## config.mk

```make
export PLATFORM = sky130hd
export DESIGN_NAME = module_power_sideband_watchdog
export DESIGN_NICKNAME = d
export VERILOG_FILES = /design/src/sideband_pkg.sv /design/src/sideband_filter_if.sv /design/src/module_power_sideband_watchdog.sv /design/src/sideband_debounce.sv
export VERILOG_INCLUDE_DIRS = /design/src
export SDC_FILE = /design/constraint.sdc
export NUM_CORES = 1
export LEC_CHECK = 0
export BUFFER_PORTS_ARGS = -buffer_cell sky130_fd_sc_hd__buf_2
export CAP_MARGIN = 20
export CORE_UTILIZATION = 55
export DETAILED_ROUTE_END_ITERATION = 10
export PLACE_DENSITY = 0.74
export SYNTH_ARGS = -nofsm -noshare
export SYNTH_HDL_FRONTEND = slang
export SYNTH_HIERARCHICAL = 1
export SYNTH_SLANG_ARGS = --single-unit
```

## constraint.sdc

```tcl
create_clock -name clk_sys_in -period 7.2 [get_ports clk_sys_in]
set_input_delay 1.44 -clock clk_sys_in [delete_from_list [all_inputs] [get_ports clk_sys_in]]
set_output_delay 1.44 -clock clk_sys_in [all_outputs]
set_load 0.02 [all_outputs]
```

## src/sideband_defines.svh

```systemverilog
// Constants for the module power sideband and watchdog block
// What this block does
// - Sideband inputs are active low; carrier floats or grounds, module pull-up idles high.
// - While supply fault is low, every supply enable stays off.
// - Baseboard power enable is asserted before other carrier circuits are powered.
// - Standby output is driven low in standby, released high otherwise.
// - Provide an active-low general reset output toward the carrier.
// - While the reset request input is low, the module holds itself in reset.
// - Power switch input is active low, debounced before use, and acts on the falling edge of the filtered level.
// - Sleep request input is active low and level sensitive.
// - Lid low means lid closed and may start sleep entry.
// - Battery depleted input low is treated as battery low.
// - Test input low invokes test functions; normally left unconnected.
// - Each low pulse on the kick input reloads and restarts the watchdog.
// - Watchdog expiry without any kick drives the event output high.
`ifndef SIDEBAND_DEFINES_SVH
`define SIDEBAND_DEFINES_SVH

`define CLK_MHZ           250
`define CLK_PERIOD_NS     4
// Filter time for slow carrier lines
`define DBNC_TIME_US      1000
`define DBNC_CYCLES       (`DBNC_TIME_US * `CLK_MHZ)
// Short filter for the kick line so brief pulses survive
`define KICK_FILTER_NS    16
`define KICK_CYCLES       (`KICK_FILTER_NS / `CLK_PERIOD_NS)
// Carrier rail settle time before the run rails come up
`define RAMP_TIME_US      10
`define RAMP_CYCLES       (`RAMP_TIME_US * `CLK_MHZ)
// Least width of the general reset output
`define RST_HOLD_US       1
`define RST_HOLD_CYCLES   (`RST_HOLD_US * `CLK_MHZ)

// Slots of the filtered sideband input array
`define SB_COUNT          9
`define SB_SUPPLY_FAULT   0
`define SB_RESET_REQ      1
`define SB_POWER_SWITCH   2
`define SB_SLEEP          3
`define SB_LID            4
`define SB_BATTERY        5
`define SB_CHARGING       6
`define SB_CHARGER        7
`define SB_TEST           8

`define WDT_WIDTH         32

`endif

```

## src/sideband_pkg.sv

```systemverilog
// Types for the module power sideband and watchdog block
package sideband_pkg;
   typedef enum logic [1:0] {
      PWR_OFF     = 2'h0,
      PWR_RAMP    = 2'h1,
      PWR_RUN     = 2'h3,
      PWR_STANDBY = 2'h2
   } power_state_e;

   typedef logic [31:0] wdt_count_t;
endpackage

```

## src/sideband_filter_if.sv

```systemverilog
// Carrier between one sideband filter and its user
`timescale 1ns/10ps
`default_nettype none
interface sideband_filter_if;
   logic raw_n;
   logic sync_n;
   logic clean_n;
   logic fall;
   logic rise;
   modport filter (input raw_n, output sync_n, output clean_n, output fall, output rise);
   modport user (output raw_n, input sync_n, input clean_n, input fall, input rise);
endinterface
`default_nettype wire

```

## src/module_power_sideband_watchdog.sv

```systemverilog
// Module power sequencing, sideband inputs and hardware watchdog
`timescale 1ns/10ps
`default_nettype none
`include "sideband_defines.svh"
module module_power_sideband_watchdog #(
   parameter int unsigned DEBOUNCE_CYCLES = `DBNC_CYCLES
) (
   input  wire logic                  clk_sys_in,
   input  wire logic                  reset_in,
   input  wire logic                  input_supply_fault_n_in,
   input  wire logic                  reset_request_n_in,
   input  wire logic                  power_switch_n_in,
   input  wire logic                  sleep_request_n_in,
   input  wire logic                  lid_closed_n_in,
   input  wire logic                  battery_depleted_n_in,
   input  wire logic                  charging_n_in,
   input  wire logic                  charger_input_present_n_in,
   input  wire logic                  test_request_n_in,
   input  wire logic                  timer_kick_in_n,
   input  wire logic                  sw_kick_in,
   input  wire logic                  wdt_enable_in,
   input  wire sideband_pkg::wdt_count_t wdt_reload_in,
   output logic                       baseboard_power_enable_out,
   output logic                       baseboard_standby_n_out,
   output logic                       supply_enable_out,
   output logic                       general_reset_n_out,
   output logic                       module_reset_out,
   output logic                       power_switch_event_out,
   output logic                       lid_closed_out,
   output logic                       battery_low_out,
   output logic                       charging_out,
   output logic                       charger_present_out,
   output logic                       test_mode_out,
   output logic                       timer_event_out,
   output logic                       timer_expiry_out_n,
   output sideband_pkg::power_state_e power_state_out
);
   import sideband_pkg::*;

   localparam int unsigned RAMP_CYCLES = `RAMP_CYCLES;
   localparam int unsigned HOLD_CYCLES = `RST_HOLD_CYCLES;

   // Input filtering
   logic [`SB_COUNT-1:0] raw_n;
   logic [`SB_COUNT-1:0] sync_n;
   logic [`SB_COUNT-1:0] clean_n;
   logic [`SB_COUNT-1:0] fall;

   assign raw_n[`SB_SUPPLY_FAULT] = input_supply_fault_n_in;
   assign raw_n[`SB_RESET_REQ]    = reset_request_n_in;
   assign raw_n[`SB_POWER_SWITCH] = power_switch_n_in;
   assign raw_n[`SB_SLEEP]        = sleep_request_n_in;
   assign raw_n[`SB_LID]          = lid_closed_n_in;
   assign raw_n[`SB_BATTERY]      = battery_depleted_n_in;
   assign raw_n[`SB_CHARGING]     = charging_n_in;
   assign raw_n[`SB_CHARGER]      = charger_input_present_n_in;
   assign raw_n[`SB_TEST]         = test_request_n_in;

   genvar gi;
   generate
      for (gi = 0; gi < `SB_COUNT; gi++) begin : g_filter
         sideband_filter_if link ();
         assign link.raw_n = raw_n[gi];
         assign sync_n[gi]  = link.sync_n;
         assign clean_n[gi] = link.clean_n;
         assign fall[gi]    = link.fall;
         sideband_debounce #(
            .STABLE_CYCLES (DEBOUNCE_CYCLES)
         ) u_debounce (
            .clk_sys_in (clk_sys_in),
            .reset_in   (reset_in),
            .line       (link.filter)
         );
      end
   endgenerate

   // Kick gets a short filter; a long one would swallow legal pulses
   sideband_filter_if kick_link ();
   assign kick_link.raw_n = timer_kick_in_n;
   sideband_debounce #(
      .STABLE_CYCLES (`KICK_CYCLES)
   ) u_kick_filter (
      .clk_sys_in (clk_sys_in),
      .reset_in   (reset_in),
      .line       (kick_link.filter)
   );

   // Decoded conditions
   // Fault uses the synchronised level so rails drop without filter delay
   wire logic fault_sync    = ~sync_n[`SB_SUPPLY_FAULT];
   wire logic fault_active  = fault_sync | ~clean_n[`SB_SUPPLY_FAULT];
   wire logic reset_request = ~sync_n[`SB_RESET_REQ];
   wire logic switch_press  = fall[`SB_POWER_SWITCH];
   wire logic sleep_active  = ~clean_n[`SB_SLEEP];
   wire logic lid_close     = fall[`SB_LID];
   wire logic battery_low   = ~clean_n[`SB_BATTERY];
   wire logic internal_rst  = reset_in | reset_request;
   wire logic hw_kick       = kick_link.fall;
   wire logic kick_any      = hw_kick | sw_kick_in;

   // Power sequencer
   power_state_e state;
   power_state_e next_state;
   logic [31:0]  ramp_cnt;
   wire  logic   ramp_done = (ramp_cnt == 32'(RAMP_CYCLES - 1));

   always_comb begin
      next_state = state;
      case (state)
         PWR_OFF: begin
            if (switch_press && !battery_low)
               next_state = PWR_RAMP;
         end
         PWR_RAMP: begin
            if (ramp_done)
               next_state = PWR_RUN;
         end
         PWR_RUN: begin
            if (sleep_active || lid_close || switch_press || battery_low)
               next_state = PWR_STANDBY;
         end
         PWR_STANDBY: begin
            if (switch_press && !sleep_active && !battery_low)
               next_state = PWR_RUN;
         end
         default: next_state = PWR_OFF;
      endcase
      if (fault_active)
         next_state = PWR_OFF;
   end

   always_ff @(posedge clk_sys_in) begin
      if (reset_in)
         state <= PWR_OFF;
      else
         state <= next_state;
   end

   always_ff @(posedge clk_sys_in) begin
      if (reset_in || state != PWR_RAMP)
         ramp_cnt <= 32'h0;
      else
         ramp_cnt <= ramp_cnt + 32'h1;
   end

   // Carrier rails first; run rails only once the carrier side is up
   wire logic next_base_power = (next_state != PWR_OFF);
   wire logic next_run_rails  = (next_state == PWR_RUN) || (next_state == PWR_STANDBY);

   always_ff @(posedge clk_sys_in) begin
      if (reset_in) begin
         baseboard_power_enable_out <= 1'b0;
         supply_enable_out          <= 1'b0;
         baseboard_standby_n_out    <= 1'b1;
      end else begin
         baseboard_power_enable_out <= next_base_power & ~fault_sync;
         supply_enable_out          <= next_run_rails & ~fault_sync;
         baseboard_standby_n_out    <= (next_state != PWR_STANDBY);
      end
   end

   // Reset outputs
   logic [15:0] hold_cnt;
   wire  logic  rst_cause = internal_rst | ~next_run_rails;

   always_ff @(posedge clk_sys_in) begin
      if (rst_cause)
         hold_cnt <= 16'(HOLD_CYCLES);
      else if (hold_cnt != 16'h0)
         hold_cnt <= hold_cnt - 16'h1;
   end

   always_ff @(posedge clk_sys_in) begin
      if (rst_cause)
         general_reset_n_out <= 1'b0;
      else
         general_reset_n_out <= (hold_cnt == 16'h0);
   end

   always_ff @(posedge clk_sys_in) begin
      module_reset_out <= internal_rst;
   end

   // Status outputs
   always_ff @(posedge clk_sys_in) begin
      if (reset_in) begin
         power_switch_event_out <= 1'b0;
         lid_closed_out         <= 1'b0;
         battery_low_out        <= 1'b0;
         charging_out           <= 1'b0;
         charger_present_out    <= 1'b0;
         test_mode_out          <= 1'b0;
      end else begin
         power_switch_event_out <= switch_press;
         lid_closed_out         <= ~clean_n[`SB_LID];
         battery_low_out        <= battery_low;
         charging_out           <= ~clean_n[`SB_CHARGING];
         charger_present_out    <= ~clean_n[`SB_CHARGER];
         test_mode_out          <= ~clean_n[`SB_TEST];
      end
   end

   assign power_state_out = state;

   // Watchdog
   wdt_count_t wdt_cnt;
   logic       wdt_armed;
   logic       wdt_done;
   // One-cycle expiry: a counter parked at zero must not block the next kick
   wire  logic wdt_hit = wdt_enable_in & wdt_armed & (wdt_cnt == 32'h0) & ~wdt_done;

   always_ff @(posedge clk_sys_in) begin
      if (internal_rst) begin
         wdt_cnt   <= 32'h0;
         wdt_armed <= 1'b0;
         wdt_done  <= 1'b0;
      end else if (kick_any || (wdt_enable_in && !wdt_armed)) begin
         wdt_cnt   <= wdt_reload_in;
         wdt_armed <= 1'b1;
         wdt_done  <= 1'b0;
      end else if (!wdt_enable_in) begin
         wdt_armed <= 1'b0;
      end else if (wdt_cnt != 32'h0) begin
         wdt_cnt <= wdt_cnt - 32'h1;
      end else begin
         wdt_done <= 1'b1;
      end
   end

   // Expiry wins over a kick in the same cycle so no event is lost
   always_ff @(posedge clk_sys_in) begin
      if (internal_rst) begin
         timer_event_out    <= 1'b0;
         timer_expiry_out_n <= 1'b1;
      end else begin
         timer_event_out    <= wdt_hit | (timer_event_out & ~kick_any);
         timer_expiry_out_n <= ~(wdt_hit | (timer_event_out & ~kick_any));
      end
   end
endmodule
`default_nettype wire

```

## src/sideband_debounce.sv

```systemverilog
// Two-stage synchroniser and debounce filter for one active-low line
`timescale 1ns/10ps
`default_nettype none
module sideband_debounce #(
   parameter int unsigned STABLE_CYCLES = 4
) (
   input  wire logic        clk_sys_in,
   input  wire logic        reset_in,
   sideband_filter_if.filter line
);
   logic        meta_n;
   logic        sync_n;
   logic        clean_n;
   logic [31:0] cnt;
   wire  logic  differs   = (sync_n != clean_n);
   wire  logic  cnt_done  = (cnt == 32'(STABLE_CYCLES - 1));
   wire  logic  take      = differs & cnt_done;

   // Idle level is high: the module pull-up holds an undriven line inactive
   always_ff @(posedge clk_sys_in) begin
      if (reset_in) begin
         meta_n <= 1'b1;
         sync_n <= 1'b1;
      end else begin
         meta_n <= line.raw_n;
         sync_n <= meta_n;
      end
   end

   // Any bounce back to the old level restarts the count
   always_ff @(posedge clk_sys_in) begin
      if (reset_in || !differs || take)
         cnt <= 32'h0;
      else
         cnt <= cnt + 32'h1;
   end

   always_ff @(posedge clk_sys_in) begin
      if (reset_in)
         clean_n <= 1'b1;
      else if (take)
         clean_n <= sync_n;
   end

   assign line.sync_n  = sync_n;
   assign line.clean_n = clean_n;
   assign line.fall    = take & clean_n;
   assign line.rise    = take & ~clean_n;
endmodule
`default_nettype wire

```

Word-level counts from Yosys, hierarchy flattened
Index checks and enable logic that the tools add are counted.
{ "word_totals": {"regBits": 414, "output_inout_bits": 15} }
{ "classes": {"addsub": 12, "bitwise": 37, "n_eq_ne": 27, "muxes": 11, "n_reduce_logical": 49} }
{ "ops": {"columns": ["op", "count"], "rows": [
  ["$add A32 B1 Y32 const B", 10],
  ["$eq A32 B18 Y1 const B", 8],
  ["$mux W32", 3],
  ["$eq A32 B12 Y1 const B", 1],
  ["$eq A32 B2 Y1 const B", 1],
  ["$logic_not A32 Y1", 1],
  ["$reduce_bool A32 Y1", 1],
  ["$sub A32 B1 Y32 const B", 1],
  ["$logic_or A1 B1 Y1", 24],
  ["$and A1 B1 Y1", 18],
  ["$logic_not A16 Y1", 1],
  ["$reduce_bool A16 Y1", 1],
  ["$sub A16 B1 Y16 const B", 1],
  ["$not A1 Y1", 14],
  ["$logic_not A1 Y1", 10],
  ["$mux W2", 5],
  ["$ne A1 B1 Y1", 9],
  ["$eq A2 B2 Y1 const B", 4],
  ["$pmux W2 S4", 1],
  ["$reduce_bool A2 Y1", 3],
  ["$or A1 B1 Y1", 5],
  ["$logic_and A1 B1 Y1", 4],
  ["$ne A2 B1 Y1 const B", 2],
  ["$reduce_and A2 Y1", 2],
  ["other kinds (5)", 6]
]} }

Logic depth before layout (Yosys ltp)
{ "depth": {"word_depth": 13, "depth_mapped": 12} }

Hierarchy
Netlist, hierarchy kept.
{ "by_module_without_submodules": {"columns": ["mod", "cells_each", "n_inst", "area_each_um2", "seq_area_each_um2"], "rows": [
  ["sideband_debounce at g_filter[1].u_debounce ...", 188, 8, 1619.1, 700.7],
  ["module_power_sideband_watchdog", 596, 1, 4929.7, 1941.9],
  ["sideband_debounce at u_kick_filter", 200, 1, 1717.9, 700.7],
  ["sideband_debounce at g_filter[0].u_debounce", 187, 1, 1655.3, 700.7]
]} }

Least setup slack after synthesis
No wires, ideal clock.
{ "synth_timing": {"kind": "input to register", "start": "input sw_kick_in", "end": "register wdt_cnt[0]", "t_arrival_ns": 2.794, "slack_ns": 4.274, "path_buffers": 2, "cell_stages": 7, "setup_time_ns": 0.132, "path_cell_list": "nor2_1 -> nand2_1 -> or4_4 -> buf_6 -> buf_6 -> a32oi_1 -> a21oi_1"} }
{ "synth_between": {"elab_chain_cells": 4, "elab_cells_between_ends": 6, "cone_classes": "1 x mux; 1 x bitwise; 4 x reduce/logical"} }
{ "synth_rtl": {"columns": ["element", "line_no", "source"], "rows": [
  ["start: declaration", "module_power_sideband_watchdog.sv:20", "input wire logic sw_kick_in,"],
  ["$or A1 B1 Y1 (*)", "module_power_sideband_watchdog.sv:99", "wire logic kick_any = hw_kick | sw_kick_in;"],
  ["$logic_or A1 B1 Y1 (*)", "module_power_sideband_watchdog.sv:217", "end else if (kick_any || (wdt_enable_in && !wdt_armed)) begin"],
  ["$reduce_bool A2 Y1 (no line)", null, null],
  ["$reduce_and A2 Y1 (no line)", null, null],
  ["end signal: assignment", "module_power_sideband_watchdog.sv:218", "wdt_cnt <= wdt_reload_in;"],
  ["end signal: assignment", "module_power_sideband_watchdog.sv:224", "wdt_cnt <= wdt_cnt - 32'h1;"],
  ["end: declaration", "module_power_sideband_watchdog.sv:206", "wdt_count_t wdt_cnt;"]
]} }
Every way passes the cells marked *; elsewhere a longest branch is shown, timed or not.
A chain may end at the register's enable or synchronous reset.

Worst setup path in the final report
{ "layout_timing": {"start": "register u_kick_filter.cnt[0]", "end": "register wdt_cnt[31]"} }
{ "layout_between": {"elab_chain_cells": 7, "elab_cells_between_ends": 9, "cone_classes": "1 x eq/ne; 1 x mux; 3 x bitwise; 4 x reduce/logical"} }
{ "layout_rtl": {"columns": ["element", "line_no", "source"], "rows": [
  ["start: declaration", "sideband_debounce.sv:14", "logic [31:0] cnt;"],
  ["start signal: assignment", "sideband_debounce.sv:35", "cnt <= cnt + 32'h1;"],
  ["$eq A32 B2 Y1 (*)", "sideband_debounce.sv:16", "wire logic cnt_done = (cnt == 32'(STABLE_CYCLES - 1));"],
  ["$and A1 B1 Y1 (*)", "sideband_debounce.sv:17", "wire logic take = differs & cnt_done;"],
  ["$and A1 B1 Y1 (*)", "sideband_debounce.sv:47", "assign line.fall = take & clean_n;"],
  ["net hw_kick", "module_power_sideband_watchdog.sv:98", "wire logic hw_kick = kick_link.fall;"],
  ["$or A1 B1 Y1 (*)", "module_power_sideband_watchdog.sv:99", null],
  ["$logic_or A1 B1 Y1 (*)", "module_power_sideband_watchdog.sv:217", null],
  ["$reduce_bool A2 Y1 (no line)", null, null],
  ["$reduce_and A2 Y1 (no line)", null, null]
]} }
Mark *: on every way through the listed nets, which the timed path passes. The rest lies on a longest branch.

==> flow_metrics.py <==
metrics = {
    "clock_network": {
        "clk_path_buf_depth": 3,
        "clkLatencyLatePin_ns": 0.56,
        "htreeDepth": 2,
        "hold_buffers": 0,
        "postCtsSetupBuffers": 0,
        "cts_tree": "done",
        "cts_num_sinks": 414,
        "numCtsBuffers": 45,
        "cts_resized": 0,
        "root_buffer": "clkbuf_16",
        "clk_pin_slew_ns": 0.06,
    },
    "timing": {
        "hold_violations": 0,
        "worstMarginPinSlew_ns": 0.938,
        "worst_clock_skew_ns": 0.0158,
        "finalSetupViolations": 0,
        "max_slew_margin_pct": 37.3,
        "rsz0062_at_grt": "false",
        "finalSetupTns_ns": 0,
        "min_period_ns": 3.43,
        "max_freq_mhz": 292,
        "period_share_pct": 47.6,
        "finalMaxSlewViolations": 0,
    },
    "critical_path": {
        "critical_path_class": "reg2reg",
        "r2r_end": "wdt_cnt[31]$_SDFFE_PP0P_",
        "worstSetupEndpointType": "flop",
        "critical-path-max-stage-delay_ns": 0.67,
        "crit_top_cell": "nor2_1",
        "required_ns": 7.60,
        "r2r_start": "u_kick_filter/cnt[0]$_SDFF_PP0_",
        "crit_end": "wdt_cnt[31]$_SDFFE_PP0P_",
        "reg2reg_depth": 10,
        "cp-start-kind": "flop",
        "slowest_stage": "nor2_1",
        "cp_max_fo": 11,
        "r2r_setup_slack_ns": 3.77,
        "crit_start": "u_kick_filter/cnt[0]$_SDFF_PP0_",
        "arrival_ns": 3.83,
        "crit_chain": "ha_1 -> nor4b_1 -> nand4_1 -> or2_2 -> nor3b_1 -> nor2_1 -> nand2_1 -> nor4_2 -> nor2_1 -> o221ai_1",
    },
    "power": {
        "power.density_nw_per_um2": 227,
        "p_leak_nw": 6.81,
        "ir_drop_v": 0.000191,
    },
    "global_routing": {
        "grt_pass1_wl_um": 68800,
        "antenna_found_initial": 0,
        "grt_pass1_vias": 14700,
        "grt.total_usage_pct": 22.1,
        "gr-total-overflow": 0,
        "grt_max_degree": 53,
    },
    "route": {
        "ant_nets": 0,
        "firstDrtPassIters": 5,
        "drtIter0Drc": 1079,
        "wl_met1_um": 19600,
        "avgViaCountPerCell": 5.78,
        "maxUsedRoutingLayer": "met4",
        "vias": 16100,
        "routed_wl_um": 40700,
        "route.met2.wl_um": 18700,
        "met3_length_um": 1720,
        "drc": 0,
        "wl_per_cell_um": 14.6,
    },
    "logic_synthesis": {
        "synth_area_um2": 19600,
        "synth_cells": 2288,
        "synth_nets": 2347,
        "avgSynthCellArea_um2": 8.58,
        "yosysWarnings": 6,
    },
    "status": {
        "status": "finished clean",
    },
    "placement": {
        "dpl_cell_area_um2": 19900,
        "port_buffers": 60,
        "place_congestion": 0.856,
        "dp_hpwl_um": 27200,
    },
    "cells_and_area": {
        "final_cell_area_um2": 21500,
        "layout.nets": 2365,
        "mostFrequentLayoutCells": "dfxtp_1, nor2_1, nand3_1",
        "area_delta_synth_final_pct": 9.29,
        "mostFrequentLayoutCell": "dfxtp_1",
        "drive_gt1_share_pct": 9.37,
        "diodes": 0,
    },
    "die": {
        "die_y_um": 191,
        "row_count": 68,
        "initial_core_util_pct": 56.4,
        "die_x_um": 191,
        "core_um2": 34800,
        "io_pins": 61,
        "dieArea_um2": 36500,
    },
    "worst_hold_path": {
        "hp-class": "reg2reg",
    },
    "run": {
        "cap_violations": 0,
    },
}
[through the flow]
| stage | std cells | hold slack [ns] | worst slack, ns | util, % | total power [mW] |
|---|---|---|---|---|---|
| 4_1_cts | 2791 | 0.407 | 3.83 | 61.6 | 4.91 |
| 6_report | 2792 | 0.406 | 3.77 | 61.7 | 4.86 |
| 5_1_grt | 2792 | 0.418 | 3.47 | 61.7 | 5.03 |
| 3_3_place_gp | 2712 | 0.392 | 3.34 | 57.2 | 2.56 |
| 3_5_place_dp | 2713 | 0.395 | 3.25 | 57.2 | 2.57 |
| 2_1_floorplan | 2288 | 0.389 | 4.27 | - | 2.51 |
[state kept, by name (all words and copies together), names as in the netlist, 2 cells and up]
signal                            flops
g_filter.u_debounce/cnt             256
ramp_cnt                             32
u_kick_filter/cnt                    32
wdt_cnt                              32
hold_cnt                             16
g_filter.u_debounce/line.sync_n       9
g_filter.u_debounce/meta_n            9
g_filter.u_debounce/line.clean_n      8
power_state_out                       2
[routing by layer]
layer / vias up / global-route usage [%]
met3: 55 / 3.38
met4: 0 / 6.28
met1: 7571 / 30.7
li1: 8207 / -
met5: - / 0
met2: 310 / 35.5
[cell type report]
| type | count | area (um^2) |
|---|---|---|
| sequential | 414 | 8290 |
| tap | 455 | 569 |
| fill | 2953 | 13300 |
| clock inverter | 18 | 240 |
| inverter | 55 | 206 |
| clock buffer | 60 | 1270 |
| timing repair buffer | 69 | 395 |
| multi-input combinational | 1721 | 10500 |
[where the power goes]
part	internal [mW]	leakage, nW	switching, mW
clock	1.42	0.751	0.917
sequential	2.31	3.35	0.0237
combinational	0.0664	2.71	0.119
total	3.80	6.81	1.06
[how the worst min path moves through the flow]
stage	cells after the start	startpoint	endpoint
CTS	1	g_filter[0].u_debounce/meta_n$_SDFF_PP1_	g_filter[0].u_debounce/line.sync_n$_SDFF_PP1_
detailed placement	1	g_filter[6].u_debounce/meta_n$_SDFF_PP1_	g_filter[6].u_debounce/line.sync_n$_SDFF_PP1_
floorplan	1	g_filter[0].u_debounce/meta_n$_SDFF_PP1_	g_filter[0].u_debounce/line.sync_n$_SDFF_PP1_
global placement	1	g_filter[6].u_debounce/meta_n$_SDFF_PP1_	g_filter[6].u_debounce/line.sync_n$_SDFF_PP1_
finish	1	g_filter[0].u_debounce/meta_n$_SDFF_PP1_	g_filter[0].u_debounce/line.sync_n$_SDFF_PP1_
global route	1	g_filter[5].u_debounce/meta_n$_SDFF_PP1_	g_filter[5].u_debounce/line.sync_n$_SDFF_PP1_
[critical path: cells and delay by family (launching register included)]
kind	cells	cell delay, ns
adder cells (fa/ha/maj)	1	0.23
flip-flops	1	0.36
AO/OA/AOI/OAI	1	0.20
AND/OR/NAND/NOR	8	2.48
No activity file was read; power rests on OpenSTA's default activity.
